File: src/include/pmil_pkg.sv
package pmil_pkg;
    // management register addresses
    localparam logic [4:0] REG_STATUS = 5'h01;
    localparam logic [4:0] REG_LP_ABILITY = 5'h05;
    localparam logic [4:0] REG_AN_EXP = 5'h06;
    localparam logic [4:0] REG_MODE_CS = 5'h11;
    localparam logic [4:0] REG_FLAGS = 5'h1d;
    localparam logic [4:0] REG_MASK = 5'h1e;
    localparam logic [4:0] UNSUP_LO = 5'h07;
    localparam logic [4:0] UNSUP_HI = 5'h0f;
    localparam logic [15:0] READ_UNSUP = 16'hffff;
    // source / flag / mask bit positions
    localparam int SRC_RENEG = 0;
    localparam int SRC_PAGE = 1;
    localparam int SRC_PDF = 2;
    localparam int SRC_ACK = 3;
    localparam int SRC_LINK = 4;
    localparam int SRC_RFLT = 5;
    localparam int SRC_ANC = 6;
    localparam int SRC_ENERGY = 7;
    // status field positions inside the status registers
    localparam int ST_ANC_POS = 5;
    localparam int ST_RFLT_POS = 4;
    localparam int ST_LINK_POS = 2;
    localparam int ST_ACK_POS = 14;
    localparam int ST_PDF_POS = 4;
    localparam int ST_PAGE_POS = 1;
    localparam int ST_ENERGY_POS = 1;
    localparam int MODE_ALT_POS = 6;
    // flag groups
    localparam logic [7:0] FLAG_BITS = 8'hfe;
    localparam logic [7:0] RISE_SRCS = 8'hee;
    localparam logic [7:0] LINK_BIT = 8'h10;
    localparam logic [7:0] REG1_CLR = 8'h30;
    localparam logic [7:0] REG6_CLR = 8'h06;
    // reset values
    localparam logic [7:0] FLAGS_RST = 8'h80;
    localparam logic [7:0] MASK_RST = 8'h00;
    localparam logic ALT_RST = 1'b0;
    localparam logic [7:0] SRC_RST = 8'h80;
    localparam logic [4:0] PHY_ADDR_DEF = 5'h00;
    // frame layout
    localparam logic [5:0] PRE_LEN = 6'd32;
    localparam logic [1:0] OP_RD = 2'b10;
    localparam logic [1:0] OP_WR = 2'b01;
    // timing
    localparam int CLK_HZ = 50000000;
    localparam int LATE_DELAY_MS = 1000;
    localparam int LATE_PULSE_MS = 256;
    localparam int LATE_DELAY_CYC = CLK_HZ / 1000 * LATE_DELAY_MS;
    localparam int LATE_PULSE_CYC = CLK_HZ / 1000 * LATE_PULSE_MS;
    localparam int TMR_W = 26;

    typedef enum logic [2:0] {
        S_PRE = 3'b000,
        S_ST = 3'b001,
        S_HDR = 3'b010,
        S_TA = 3'b011,
        S_DATA = 3'b100
    } pmil_smi_state_t;

    typedef enum logic [1:0] {
        T_IDLE = 2'b00,
        T_WAIT = 2'b01,
        T_PULSE = 2'b10
    } pmil_tmr_state_t;
endpackage

File: src/include/pmil_link_if.sv
`timescale 1ns/1ps
interface pmil_link_if;
    logic [7:0] level;
    logic [7:0] rise;
    logic [7:0] fall;
    logic arm;
    logic cancel;
    logic late_active;
    modport sync_mp(output level, output rise, output fall);
    modport timer_mp(input arm, input cancel, output late_active);
    modport core_mp(input level, input rise, input fall,
        output arm, output cancel, input late_active);
endinterface

File: src/rtl/pmil_sync_edge.sv
`timescale 1ns/1ps
module pmil_sync_edge (
    input wire logic clk,
    input wire logic rst_b,
    input wire logic [7:0] raw,
    pmil_link_if.sync_mp lnk
);
    import pmil_pkg::*;

    logic [7:0] stage1;
    logic [7:0] stage2;
    logic [7:0] prev;
    logic [7:0] next_stage1;
    logic [7:0] next_stage2;
    logic [7:0] next_prev;

    // energy starts high so acquisition start gives no false edge
    always_comb begin
        next_stage1 = raw;
        next_stage2 = stage1;
        next_prev = stage2;
    end

    always_ff @(posedge clk) begin
        if (!rst_b) begin
            stage1 <= SRC_RST;
            stage2 <= SRC_RST;
            prev <= SRC_RST;
        end else begin
            stage1 <= next_stage1;
            stage2 <= next_stage2;
            prev <= next_prev;
        end
    end

    // edges from registered stages only, one pulse per change
    assign lnk.level = stage2;
    assign lnk.rise = stage2 & ~prev;
    assign lnk.fall = ~stage2 & prev;
endmodule

File: src/rtl/pmil_late_timer.sv
`timescale 1ns/1ps
module pmil_late_timer #(
    parameter int DELAY_CYC = pmil_pkg::LATE_DELAY_CYC,
    parameter int PULSE_CYC = pmil_pkg::LATE_PULSE_CYC
) (
    input wire logic clk,
    input wire logic rst_b,
    pmil_link_if.timer_mp lnk
);
    import pmil_pkg::*;

    pmil_tmr_state_t state;
    pmil_tmr_state_t next_state;
    logic [TMR_W-1:0] cnt;
    logic [TMR_W-1:0] next_cnt;

    // wait about a second after energy loss, then hold for the pulse
    always_comb begin
        next_state = state;
        next_cnt = cnt;
        case (state)
            T_IDLE: begin
                if (lnk.arm && !lnk.cancel) begin
                    next_state = T_WAIT;
                    next_cnt = TMR_W'(DELAY_CYC - 1);
                end
            end
            T_WAIT: begin
                if (lnk.cancel) begin
                    next_state = T_IDLE;
                end else if (cnt == '0) begin
                    next_state = T_PULSE;
                    next_cnt = TMR_W'(PULSE_CYC - 1);
                end else begin
                    next_cnt = cnt - 1'b1;
                end
            end
            T_PULSE: begin
                if (lnk.cancel || cnt == '0) begin
                    next_state = T_IDLE;
                end else begin
                    next_cnt = cnt - 1'b1;
                end
            end
            default: next_state = T_IDLE;
        endcase
    end

    always_ff @(posedge clk) begin
        if (!rst_b) begin
            state <= T_IDLE;
            cnt <= '0;
        end else begin
            state <= next_state;
            cnt <= next_cnt;
        end
    end

    assign lnk.late_active = (state == T_PULSE);

    property p_arm_waits;
        @(posedge clk) disable iff (!rst_b)
        (state == T_IDLE && lnk.arm && !lnk.cancel) |=> state == T_WAIT;
    endproperty
    a_arm_waits: assert property (p_arm_waits)
        else $error("late energy timer did not start");
endmodule

File: src/rtl/pmil_top.sv
// Operation
// - irq_n_out low while an enabled event pends
// - only masked-in sources assert; modes differ releasing
// - reset selects primary mode, mode bit zero
// - writing mode bit one selects alternate mode
// - mask and flag bits 7..1 map sources
// - rising source edges set flags; link falls
// - primary: source fall (link excepted) or register reads release
// - alternate: clearing mask bit releases output
// - alternate: write one clears flag if condition
// - condition: source low; link down needs link up
// - primary: read-released energy irq reasserts 1000 ms after energy loss, for 256 ms
// - energy flag reads one after power-up
// - registers 7 to 15 read as ffff
`timescale 1ns/1ps
module pmil_top #(
    parameter int LATE_DELAY_CYC = pmil_pkg::LATE_DELAY_CYC,
    parameter int LATE_PULSE_CYC = pmil_pkg::LATE_PULSE_CYC,
    parameter logic [4:0] PHY_ADDR = pmil_pkg::PHY_ADDR_DEF
) (
    input wire logic clk,
    input wire logic rst_b,
    input wire logic mdc,
    input wire logic mdio_in,
    output logic mdio_out,
    output logic mdio_oe,
    input wire logic line_energy_detect,
    input wire logic an_complete,
    input wire logic remote_fault,
    input wire logic link_status,
    input wire logic partner_ack,
    input wire logic par_det_fault,
    input wire logic page_received,
    input wire logic renegotiate,
    output logic irq_n_out
);
    import pmil_pkg::*;

    pmil_link_if lnk();

    pmil_sync_edge u_sync (
        .clk(clk),
        .rst_b(rst_b),
        .raw({line_energy_detect, an_complete, remote_fault, link_status,
            partner_ack, par_det_fault, page_received, renegotiate}),
        .lnk(lnk.sync_mp)
    );

    pmil_late_timer #(
        .DELAY_CYC(LATE_DELAY_CYC),
        .PULSE_CYC(LATE_PULSE_CYC)
    ) u_late (
        .clk(clk),
        .rst_b(rst_b),
        .lnk(lnk.timer_mp)
    );

    // read value of an address, taken before any read side effect
    function automatic logic [15:0] reg_read(input logic [4:0] addr,
        input logic [7:0] flg, input logic [7:0] msk, input logic alt,
        input logic [7:0] lvl);
        logic [15:0] v;
        v = 16'h0000;
        if (addr >= UNSUP_LO && addr <= UNSUP_HI) begin
            v = READ_UNSUP;
        end else if (addr == REG_FLAGS) begin
            v = {8'h00, flg & FLAG_BITS};
        end else if (addr == REG_MASK) begin
            v = {8'h00, msk & FLAG_BITS};
        end else if (addr == REG_MODE_CS) begin
            v[MODE_ALT_POS] = alt;
            v[ST_ENERGY_POS] = lvl[SRC_ENERGY];
        end else if (addr == REG_STATUS) begin
            v[ST_ANC_POS] = lvl[SRC_ANC];
            v[ST_RFLT_POS] = lvl[SRC_RFLT];
            v[ST_LINK_POS] = lvl[SRC_LINK];
        end else if (addr == REG_LP_ABILITY) begin
            v[ST_ACK_POS] = lvl[SRC_ACK];
        end else if (addr == REG_AN_EXP) begin
            v[ST_PDF_POS] = lvl[SRC_PDF];
            v[ST_PAGE_POS] = lvl[SRC_PAGE];
        end
        return v;
    endfunction

    // management pins: two flops before use, third only for the edge
    logic mdc_s1;
    logic mdc_s2;
    logic mdc_s3;
    logic mdio_s1;
    logic mdio_s2;
    always_ff @(posedge clk) begin
        if (!rst_b) begin
            mdc_s1 <= 1'b0;
            mdc_s2 <= 1'b0;
            mdc_s3 <= 1'b0;
            mdio_s1 <= 1'b1;
            mdio_s2 <= 1'b1;
        end else begin
            mdc_s1 <= mdc;
            mdc_s2 <= mdc_s1;
            mdc_s3 <= mdc_s2;
            mdio_s1 <= mdio_in;
            mdio_s2 <= mdio_s1;
        end
    end

    logic mdc_rise;
    logic sbit;
    assign mdc_rise = mdc_s2 & ~mdc_s3;
    assign sbit = mdio_s2;

    // frame engine state
    pmil_smi_state_t state;
    pmil_smi_state_t next_state;
    logic [5:0] cnt;
    logic [5:0] next_cnt;
    logic [11:0] hdr;
    logic [11:0] next_hdr;
    logic [15:0] shreg;
    logic [15:0] next_shreg;
    logic next_mdio_out;
    logic next_mdio_oe;
    logic rd_fire;
    logic wr_fire;
    logic [15:0] wr_word;

    // register state
    logic [7:0] flags;
    logic [7:0] next_flags;
    logic [7:0] mask;
    logic [7:0] next_mask;
    logic alt_irq_mode_sel;
    logic next_alt;
    logic pending;
    logic next_pending;
    logic next_irq_n;
    logic [7:0] clr;
    logic [7:0] set;
    logic [7:0] cond_ok;
    logic irq_any;

    // serial frame: preamble, start, op, address, turnaround, data
    always_comb begin
        logic [11:0] hdr_n;
        hdr_n = {hdr[10:0], sbit};
        next_state = state;
        next_cnt = cnt;
        next_hdr = hdr;
        next_shreg = shreg;
        next_mdio_out = mdio_out;
        next_mdio_oe = mdio_oe;
        rd_fire = 1'b0;
        wr_fire = 1'b0;
        wr_word = {shreg[14:0], sbit};
        if (mdc_rise) begin
            case (state)
                S_PRE: begin
                    if (sbit) begin
                        if (cnt < PRE_LEN) next_cnt = cnt + 1'b1;
                    end else if (cnt >= PRE_LEN) begin
                        next_state = S_ST;
                    end else begin
                        next_cnt = '0;
                    end
                end
                S_ST: begin
                    next_cnt = '0;
                    next_state = sbit ? S_HDR : S_PRE;
                end
                S_HDR: begin
                    next_hdr = hdr_n;
                    next_cnt = cnt + 1'b1;
                    if (cnt == 6'd11) begin
                        next_cnt = '0;
                        next_state = S_PRE;
                        // a foreign address leaves the pin alone
                        if (hdr_n[9:5] == PHY_ADDR) begin
                            if (hdr_n[11:10] == OP_RD) begin
                                rd_fire = 1'b1;
                                next_shreg = reg_read(hdr_n[4:0], flags,
                                    mask, alt_irq_mode_sel, lnk.level);
                                next_state = S_TA;
                            end else if (hdr_n[11:10] == OP_WR) begin
                                next_state = S_TA;
                            end
                        end
                    end
                end
                S_TA: begin
                    if (hdr[11:10] == OP_RD) begin
                        next_mdio_oe = 1'b1;
                        next_mdio_out = 1'b0;
                        next_state = S_DATA;
                    end else if (cnt == 6'd1) begin
                        next_cnt = '0;
                        next_state = S_DATA;
                    end else begin
                        next_cnt = cnt + 1'b1;
                    end
                end
                S_DATA: begin
                    next_cnt = cnt + 1'b1;
                    if (hdr[11:10] == OP_RD) begin
                        if (cnt == 6'd16) begin
                            next_mdio_oe = 1'b0;
                            next_mdio_out = 1'b0;
                            next_cnt = '0;
                            next_state = S_PRE;
                        end else begin
                            next_mdio_out = shreg[15];
                            next_shreg = {shreg[14:0], 1'b0};
                        end
                    end else begin
                        next_shreg = wr_word;
                        if (cnt == 6'd15) begin
                            wr_fire = 1'b1;
                            next_cnt = '0;
                            next_state = S_PRE;
                        end
                    end
                end
                default: begin
                    next_cnt = '0;
                    next_state = S_PRE;
                end
            endcase
        end
    end

    always_ff @(posedge clk) begin
        if (!rst_b) begin
            state <= S_PRE;
            cnt <= '0;
            hdr <= '0;
            shreg <= '0;
            mdio_out <= 1'b0;
            mdio_oe <= 1'b0;
        end else begin
            state <= next_state;
            cnt <= next_cnt;
            hdr <= next_hdr;
            shreg <= next_shreg;
            mdio_out <= next_mdio_out;
            mdio_oe <= next_mdio_oe;
        end
    end

    // flags, mask, mode and the late energy assertion
    always_comb begin
        set = (lnk.rise & RISE_SRCS) | (lnk.fall & LINK_BIT);
        cond_ok = ~lnk.level ^ LINK_BIT;
        clr = 8'h00;
        if (!alt_irq_mode_sel) begin
            clr = lnk.fall & RISE_SRCS;
            if (rd_fire && hdr_n_addr_is(REG_FLAGS)) clr = clr | FLAG_BITS;
            if (rd_fire && hdr_n_addr_is(REG_STATUS)) clr = clr | REG1_CLR;
            if ((rd_fire && hdr_n_addr_is(REG_AN_EXP)) ||
                lnk.rise[SRC_RENEG] || lnk.fall[SRC_LINK]) begin
                clr = clr | REG6_CLR;
            end
        end else if (wr_fire && hdr[4:0] == REG_FLAGS) begin
            clr = wr_word[7:0] & cond_ok & FLAG_BITS;
        end
        // a new edge wins over a clear in the same cycle
        next_flags = ((flags & ~clr) | set) & FLAG_BITS;
        next_mask = mask;
        next_alt = alt_irq_mode_sel;
        if (wr_fire && hdr[4:0] == REG_MASK) begin
            next_mask = wr_word[7:0] & FLAG_BITS;
        end
        if (wr_fire && hdr[4:0] == REG_MODE_CS) begin
            next_alt = wr_word[MODE_ALT_POS];
        end
        next_pending = pending;
        if (clr[SRC_ENERGY] && flags[SRC_ENERGY] && !set[SRC_ENERGY] &&
            lnk.level[SRC_ENERGY] && mask[SRC_ENERGY]) begin
            next_pending = 1'b1;
        end
        if (lnk.fall[SRC_ENERGY] || !mask[SRC_ENERGY]) next_pending = 1'b0;
        // masked sources only, the timer overrides flags
        next_irq_n = ~irq_any;
    end

    // the read address is the header just completed
    function automatic logic hdr_n_addr_is(input logic [4:0] a);
        return {hdr[3:0], sbit} == a;
    endfunction

    assign irq_any = |(flags & mask) | lnk.late_active;
    assign lnk.arm = pending & lnk.fall[SRC_ENERGY];
    // software clearing the mask is the documented way to avoid it
    assign lnk.cancel = ~mask[SRC_ENERGY] | lnk.rise[SRC_ENERGY];

    always_ff @(posedge clk) begin
        if (!rst_b) begin
            flags <= FLAGS_RST;
            mask <= MASK_RST;
            alt_irq_mode_sel <= ALT_RST;
            pending <= 1'b0;
            irq_n_out <= 1'b1;
        end else begin
            flags <= next_flags;
            mask <= next_mask;
            alt_irq_mode_sel <= next_alt;
            pending <= next_pending;
            irq_n_out <= next_irq_n;
        end
    end

    property p_irq_follows;
        @(posedge clk) disable iff (!rst_b)
        irq_any |=> !irq_n_out;
    endproperty
    a_irq_follows: assert property (p_irq_follows)
        else $error("irq_n_out not asserted for pending event");

    property p_masked_quiet;
        @(posedge clk) disable iff (!rst_b)
        (mask == 8'h00 && !lnk.late_active) |=> irq_n_out;
    endproperty
    a_masked_quiet: assert property (p_masked_quiet)
        else $error("irq_n_out asserted with all sources masked");

    property p_reset_primary;
        @(posedge clk) disable iff (!rst_b)
        !$past(rst_b) |-> !alt_irq_mode_sel && flags[SRC_ENERGY];
    endproperty
    a_reset_primary: assert property (p_reset_primary)
        else $error("reset did not give primary mode and energy flag");

    property p_alt_write;
        @(posedge clk) disable iff (!rst_b)
        (wr_fire && hdr[4:0] == REG_MODE_CS && wr_word[MODE_ALT_POS])
            |=> alt_irq_mode_sel ##1 alt_irq_mode_sel;
    endproperty
    a_alt_write: assert property (p_alt_write)
        else $error("mode write did not select alternate mode");

    property p_rise_sets;
        @(posedge clk) disable iff (!rst_b)
        lnk.rise[SRC_ANC] |=> flags[SRC_ANC] ##1 !irq_n_out || !mask[SRC_ANC];
    endproperty
    a_rise_sets: assert property (p_rise_sets)
        else $error("rising source edge lost");

    property p_read_clears;
        @(posedge clk) disable iff (!rst_b)
        (!alt_irq_mode_sel && rd_fire && hdr_n_addr_is(REG_FLAGS) &&
            set == 8'h00) |=> flags == 8'h00;
    endproperty
    a_read_clears: assert property (p_read_clears)
        else $error("flag read did not clear flags in primary mode");

    property p_alt_keep;
        @(posedge clk) disable iff (!rst_b)
        (alt_irq_mode_sel && flags[SRC_RFLT] && lnk.level[SRC_RFLT])
            |=> flags[SRC_RFLT];
    endproperty
    a_alt_keep: assert property (p_alt_keep)
        else $error("flag cleared while its source still high");

    property p_link_cond;
        @(posedge clk) disable iff (!rst_b)
        (alt_irq_mode_sel && wr_fire && hdr[4:0] == REG_FLAGS &&
            wr_word[SRC_LINK] && lnk.level[SRC_LINK] && !lnk.fall[SRC_LINK])
            |=> !flags[SRC_LINK];
    endproperty
    a_link_cond: assert property (p_link_cond)
        else $error("link down flag not cleared with link up");

    property p_unsup_ffff;
        @(posedge clk) disable iff (!rst_b)
        (rd_fire && {hdr[3:0], sbit} >= UNSUP_LO &&
            {hdr[3:0], sbit} <= UNSUP_HI) |=> shreg == READ_UNSUP;
    endproperty
    a_unsup_ffff: assert property (p_unsup_ffff)
        else $error("unsupported register did not read ffff");
endmodule

File: config.mk
export PLATFORM = sky130hd
export DESIGN_NAME = pmil_top
export DESIGN_NICKNAME = d
export VERILOG_FILES = /design/src/include/pmil_pkg.sv /design/src/include/pmil_link_if.sv /design/src/rtl/pmil_sync_edge.sv /design/src/rtl/pmil_late_timer.sv /design/src/rtl/pmil_top.sv
export SDC_FILE = /design/constraint.sdc
export NUM_CORES = 1
export LEC_CHECK = 0
export BUFFER_PORTS_ARGS = -buffer_cell sky130_fd_sc_hd__buf_2
export CAP_MARGIN = 5
export CORE_AREA = 3 3 127 129
export CTS_CLUSTER_DIAMETER = 100
export CTS_CLUSTER_SIZE = 28
export DETAILED_ROUTE_END_ITERATION = 8
export DIE_AREA = 0 0 130 132
export SYNTH_ARGS = -nofsm -noshare
export SYNTH_HDL_FRONTEND = slang
export SYNTH_SLANG_ARGS = --single-unit
export TNS_END_PERCENT = 30
File: constraint.sdc
create_clock -name clk -period 2.49 [get_ports clk]
set_clock_uncertainty 0.1 [all_clocks]
set_input_delay 0 -clock clk [delete_from_list [all_inputs] [get_ports clk]]
set_output_delay 0 -clock clk [all_outputs]
set_load 0.1 [all_outputs]
# Yosys cells after proc, flatten, opt, wreduce, memory -nomap -nowiden
# Cells that the tools add are included.
# word_totals
register_bits,114
input_bits,12
output_inout_bits,3
wordCells,208
# op_classes
add_sub_neg,2
n_lt_le_gt_ge,4
eq_ne,42
muxes,83
bitwise_logic,19
n_reduce_logical,36
# op_table
cell,count
26-bit two-way mux,4
16-bit two-way mux,6
26-bit case mux with 3 select lines,1
6-bit two-way mux,10
8-bit bitwise AND,5
1-bit two-way mux,32
16-bit case mux with 2 select lines,1
"5-bit equality test, second input constant",6
3-bit two-way mux,10
26-bit zero test,1
"26-bit by 1-bit subtractor with 26-bit output, second input constant",1
8-bit two-way mux,3
8-bit NOT,3
6-bit case mux with 4 select lines,1
"2-bit inequality test, second input constant",11
2-bit two-way mux,10
"3-bit inequality test, second input constant",6
15-bit two-way mux,1
3-bit case mux with 5 select lines,1
"6-bit by 4-bit equality test with 1-bit output, second input constant",2
1-bit logical AND,12
4-bit AND reduction,3
"5-bit by 3-bit equality test with 1-bit output, second input constant",2
8-bit by 5-bit OR with 8-bit output,1
35 further kinds,53

# Logic depth before layout (Yosys ltp)
# Gate-level depths: netlist of the first run.
# depth
word_depth,15
ltp_mapped,10
ltp_nobuf,7

# Cells and area by module
# Synthesis of the first run repeated with hierarchy kept, for this count alone.
# unflattened
cells_unflattened,702
hier_area_um2,5969.5
# by_module_without_submodules
module,instances,cells_each,area_each_um2,seq_area_each_um2
pmil_top,1,385,3266.9,1221.2
pmil_late_timer,1,251,1945.6,560.5
pmil_sync_edge,1,66,757.0,480.5

# Worst setup path before layout of the first run
# Ideal clock, no wire load.
# synth_path
path_type,register -> register
from,reg u_late.cnt[5]
to,reg u_late.cnt[15]
setup_time_ns,0.132
arrival_time_ns,2.249
t_required_ns,2.258
setup_slack_ns,0.010
path_stages_with_launch,7
path_buffers,1
synth_period_minus_slack_ns,2.480
path_cell_list,dfxtp_1 -> or4_1 -> buf_2 -> or4_4 -> or4_4 -> a221oi_2 -> o32ai_1
# synth_between
elab_chain_cells,4
elab_cells_between_ends,9
cone_classes,add/sub: 1; eq/ne: 1; mux: 4; reduce/logical: 3
# synth_lines
item,line,source
"start, declared",pmil_late_timer.sv:14,logic [TMR_W-1:0] cnt;
"start signal, assigned",pmil_late_timer.sv:55,cnt <= next_cnt;
26-bit by 1-bit subtractor with 26-bit output or 26-bit zero test (tied branches),--,
26-bit two-way mux or 1-bit logical OR (tied branches),"pmil_late_timer.sv:31, pmil_late_timer.sv:39",
26-bit two-way mux or 2-bit inequality test (tied branches),--,
26-bit case mux with 3 select lines or 4-bit AND reduction (tied branches),--,
# Several ways; a longest one is shown, not always the timed one. The select of a mux whose other input is x is not followed.
# A chain may end at the register's enable or synchronous reset.

# Worst setup path after layout of the first run
# layout_path
from,reg u_late.cnt[2]
to,reg u_late.cnt[15]
# The elaborated chain is that of the path after synthesis.

==> flow_summary.yaml, run 1 <==
status:
  status: "complete, no violations"
synth:
  synth_top_area_cell: "dfxtp_1"
  synth_area_leaders: "dfxtp_1 38%, nand2_1 5.5%, a21oi_1 4.5%"
  ys_types: 68
  syn_area_per_cell_um2: 8.21
  synthCells: 728
  yosysWarningCount: 0
  synth_async_sr_flop_share: 0
  synth_seq_cells: 113
  syn_nets: 749
  yosysTopAreaCellShare: 0.379
  syn_area_um2: 5980
  synth_edf_count: 0
  synthFlopType: "dfxtp_1"
  ys_seq_area_frac: 0.379
critical_path:
  crit_fanout: 8
  cpPeakStageDelay_ns: 0.57
  slowest_stage: "or4_1"
  crit_chain: "or4_1 > or4_4 > or4_4 > a221oi_2 > o32ai_1"
  cpMostUsedCell: "or4_4"
  cp.required_ns: 2.67
  crit_cells: 5
  worst_setup_path_start_kind: "flop"
  cp.arrival_ns: 2.66
  critPathKind: "flop to flop"
  worstSetupEndpointType: "flop"
  critPathBufInv: 0
  critPathTopFamily: "simple AND/OR/NAND/NOR gates"
  worstRegToRegCells: 5
placement:
  dp_cells: 936
  globalplace.congestion: 0.962
  post_dp_cell_area_um2: 6530
  dpl.hpwl_mm: 12.3
  port_buffers: 14
final_layout:
  final_common_cell: "dfxtp_1"
  postLayoutCoreUtil: 0.484
  fin_cells: 981
  final_cell_mix: "113 x dfxtp_1, 87 x nand2_1, 57 x buf_4"
  drive_gt1_frac: 0.172
  final_cell_area_um2: 7340
  syn_to_final_growth_pct: 22.8
  nets: 801
  diodes: 0
floorplanning:
  ios: 15
  fp-row-count: 45
  initial_core_util: 0.395
  core-area_um2: 15100
  die_h_um: 132
  die_area_um2: 17200
  die_w_um: 130
cts:
  cts_sinks: 113
  cts_htree_levels: 4
  cts_tree: "built"
  cts.path.max_buffers: 2
  cts.clk_slew.worst_paths_ns: 0.06
  cts_made_buffers: 17
  clkLatencyLatePin_ns: 0.42
  root_buffer: "clkbuf_16"
power_and_ir_drop:
  leakage_nw: 2.67
  ir_drop_mv: 0.775
  power.density_nw_per_um2: 1200
hold_path:
  min_delay_path_depth: 3
  hp-class: "primary input to flop"
timing:
  drv_slew: 0
  finalCriticalPeriod_ns: 2.48
  rsz0062_at_grt: "true"
  slew_headroom: 0.394
  fmax_ghz: 0.404
  tightestPinTransition_ns: 0.902
  whs_ns: 0.198
  fin_tns_setup_ns: 0
  post-route-period-util: 0.994
  setup_violations: 0
  finalHoldViolCount: 0
drt:
  drt_first_pass_iters: 6
  first_iter_violations: 672
  ant_nets: 0
  routedWlPerCell_um: 18.1
  drc: 0
  vias: 6011
  totalWireLength_mm: 17.8
  avgViaCountPerCell: 6.13
global_route:
  antenna_found_initial: 0
  grt_usage: 0.212
  grt_pass1_vias: 5639
  grt_first_pass_wirelength_mm: 29.4
  overflow: 0
  grt_start_max_net_pins: 46
flow_run:
  maxCapViolations: 0
[cells in the mapped netlist (11+ instances only)]
cell type  number
dfxtp_1       113
nand2_1        87
a21oi_1        54
nor2_1         54
clkbuf_1       41
inv_1          28
and2_1         26
o21ai_0        21
nand2b_1       20
nor3_1         18
nand3_1        16
o32ai_1        16
a211oi_1       13
a221oi_1       13
mux2i_1        11
nand4_1        11
[area by class of cell]
| type | count | area, um^2 |
|---|---|---|
| Multi-Input combinational cell | 536 | 3460 |
| Inverter | 28 | 105 |
| Timing Repair Buffer | 84 | 638 |
| Clock inverter | 11 | 151 |
| Clock buffer | 21 | 480 |
| Tap cell | 188 | 235 |
| Fill cell | 1449 | 7810 |
| Sequential cell | 113 | 2260 |
[final timing paths]
check	end	slack, ns	startpoint
max reg2reg	u_late.cnt[15]	0.01	u_late.cnt[2]
min	mdio_s1	0.20	mdio_in
max	u_late.cnt[15]	0.01	u_late.cnt[2]
min reg2reg	u_sync.lnk.level[7]	0.31	u_sync.next_stage2[7]
[flip-flops by register name, summed over array words and instances, names as in the netlist]
signal	flops
mdio_s2	1
irq_n_out	1
mask	7
mdc_s3	1
hdr	12
u_sync.next_stage2	8
u_late.state	2
mdio_out	1
u_late.cnt	26
state	3
pending	1
flags	7
mdio_s1	1
mdc_s2	1
mdc_s1	1
u_sync.lnk.level	8
mdio_oe	1
alt_irq_mode_sel	1
shreg	16
cnt	6
u_sync.prev	8
[power breakdown]
group / leakage [nW] / switching, mW / internal [mW]
clock network: 0.298 / 0.899 / 1.68
registers: 0.920 / 0.199 / 2.00
logic: 1.45 / 2.35 / 1.66
total: 2.67 / 3.45 / 5.34
[kinds of logic (layout without fill, tap and decap cells)]
family | after synthesis | count (layout) | share of synthesized area
flops | 113 | 113 | 0.379
compound gates | 211 | 211 | 0.263
fa+ha+maj | 9 | 9 | 0.0188
simple gates | 305 | 305 | 0.271
mux | 11 | 11 | 0.0184
buf+inv | 79 | 144 | 0.0511
[per-layer routing]
metal  vias up  global-route usage  wire [um]
met5         -                   0          0
met3        30              0.0535       1400
met4         0              0.0664        314
li1       2848                   -          -
met1      2868               0.307       8260
met2       265               0.310       7810
[through the flow]
stage,setup WS [ns],power [mW]
floorplan,0.00961,4.58
global placement,0.0629,5.92
detailed placement,-0.0183,5.95
CTS,0.0501,8.57
global route,-0.0241,9.24
finish,0.0147,8.79
[repair_timing]
item,4_1_cts,5_1_grt
setup endpoints to repair,1,32
hold endpoints to repair,17,0
hold buffers,12,0
pin swaps,0,2
gates resized for setup,1,11
setup buffers,0,1
[tightest hold or removal path, stage by stage]
cell and delay, ns:
dlygate4sd3_1 0.52, buf_2 0.09, nand2b_1 0.08
No activity file was read; power rests on OpenSTA's default activity.
==> inputs of run 2 (changes only) <==
CTS_CLUSTER_DIAMETER = default   (was 100)
SETUP_SLACK_MARGIN = 0.2   (was default)
==> run 2 against run 1 <==
Flip-flop and latch count did not move. Die area did not move. Critical path depth did not move. Fmax rose by 4.8%. Routed wire length rose by 0.66%. Power rose by 1.2%. Critical path type unchanged.
==> flow_summary.yaml, run 2 (synthesized netlist as in run 1, its figures left out) <==
timing:
  tightestPinTransition_ns: 0.871
  post-route-period-util: 0.949
  finalCriticalPeriod_ns: 2.36
  rsz0062_at_grt: "true"
  slew_headroom: 0.415
  fin_tns_setup_ns: 0
  setup_violations: 0
  whs_ns: 0.210
  finalHoldViolCount: 0
  fin_ws_ns: 0.127
  fmax_ghz: 0.423
  drv_slew: 0
cts:
  root_buffer: "clkbuf_16"
  cts.path.max_buffers: 2
  cts.clk_slew.worst_paths_ns: 0.05
  cts_made_buffers: 17
  cts_htree_levels: 4
  cts_tree: "built"
  clkLatencyLatePin_ns: 0.42
  cts_sinks: 113
status:
  status: "complete, no violations"
global_route:
  overflow: 0
  grt_usage: 0.210
  grt_first_pass_wirelength_mm: 28.9
  grt_pass1_vias: 5613
  antenna_found_initial: 0
  grt_start_max_net_pins: 47
floorplanning:
  initial_core_util: 0.395
  fp-row-count: 45
  die_w_um: 130
  core-area_um2: 15100
  ios: 15
  die_h_um: 132
  die_area_um2: 17200
final_layout:
  diodes: 0
  largest-register: "u_late.cnt"
  final_cell_mix: "108 x dfxtp_1, 86 x nand2_1, 58 x buf_4"
  nets: 805
  largest_reg_flops: 26
  final_cell_area_um2: 7420
  drive_gt1_frac: 0.197
  final_common_cell: "dfxtp_1"
  syn_to_final_growth_pct: 24.1
  reg_top3: "u_late.cnt: 26 flops, shreg: 16 flops, hdr: 12 flops"
drt:
  first_iter_violations: 688
  ant_nets: 0
  avgViaCountPerCell: 6.16
  routedWlPerCell_um: 18.2
  vias: 6057
  drt_first_pass_iters: 6
  drc: 0
  totalWireLength_mm: 17.9
critical_path:
  cpMostUsedCell: "or4_4"
  cp.arrival_ns: 2.56
  worst_setup_path_start_kind: "flop"
  worstSetupEndpointType: "flop"
  r2r_setup_slack_ns: 0.13
  crit_chain: "or4_4 > or4_4 > or4_4 > a221oi_2 > o32ai_1"
  cp.required_ns: 2.68
  critPathTopFamily: "simple AND/OR/NAND/NOR gates"
  critPathBufInv: 0
  critPathKind: "flop to flop"
  cpPeakStageDelay_ns: 0.53
  crit_fanout: 6
  slowest_stage: "or4_4"
hold_path:
  hp-class: "primary input to flop"
placement:
  globalplace.congestion: 0.929
  port_buffers: 14
  dpl.hpwl_mm: 12.5
  post-place-ws_ns: 0.0379
  post_dp_cell_area_um2: 6560
power_and_ir_drop:
  ir_drop_mv: 0.765
  leakage_nw: 2.67
  power.density_nw_per_um2: 1200
flow_run:
  maxCapViolations: 0
[run 2: changes by cell type in the layout (fill, tap and decap cells not counted), sizes merged]
cell    change
buf         +4
bufinv      -1
inv         -1
clkinv      +1
[run 2: power by group]
part	internal [mW]	switching, mW	leakage [nW]	total (mW)
Sequential	2.01	0.234	0.922	2.24
Clock	1.46	0.839	0.259	2.30
Combinational	1.83	2.52	1.49	4.35
[run 2: worst min-delay path: cells and delay by family]
family | cells | cell delay, ns
buffers and inverters | 2 | 0.61
AND/OR/NAND/NOR | 1 | 0.08
[run 2: per-layer routing]
layer | up-vias | wire length [um] | track usage
met5 | - | 0 | 0
met4 | 0 | 345 | 0.0774
met3 | 46 | 1400 | 0.0494
met2 | 312 | 7930 | 0.305
met1 | 2865 | 8230 | 0.302
li1 | 2834 | - | -
[run 2: worst paths after layout]
check           startpoint             end  cells past startpoint
max          u_late.cnt[0]  u_late.cnt[15]                      5
min                mdio_in         mdio_s1                      3
max reg2reg  u_late.cnt[0]  u_late.cnt[15]                      5
min reg2reg        mdio_s1         mdio_s2                      1
[run 2: repair_timing]
item                                    4_1_cts  5_1_grt
hold endpoints to repair                     17        0
gates resized for setup                       4       29
hold buffers                                 12        0
gates cloned                                  0        0
endpoints found under the setup margin       15       55
setup buffers                                 1        5
pin swaps                                     2       13
[run 2: area by class of cell]
| type | instances | area [um^2] |
|---|---|---|
| multi-input combinational | 536 | 3560 |
| inverter | 28 | 108 |
| clock buffer | 21 | 440 |
| timing repair buffer | 88 | 688 |
| sequential | 113 | 2270 |
| clock inverter | 10 | 114 |
| tap | 188 | 235 |
| fill | 1418 | 7730 |
[run 2: through the flow]
stage / util / power, mW / instances
3_3_place_gp: 0.433 / 6.09 / 935
2_1_floorplan: - / 4.73 / 728
6_report: 0.490 / 8.89 / 984
3_5_place_dp: 0.433 / 6.08 / 935
4_1_cts: 0.479 / 8.49 / 979
5_1_grt: 0.490 / 9.31 / 984
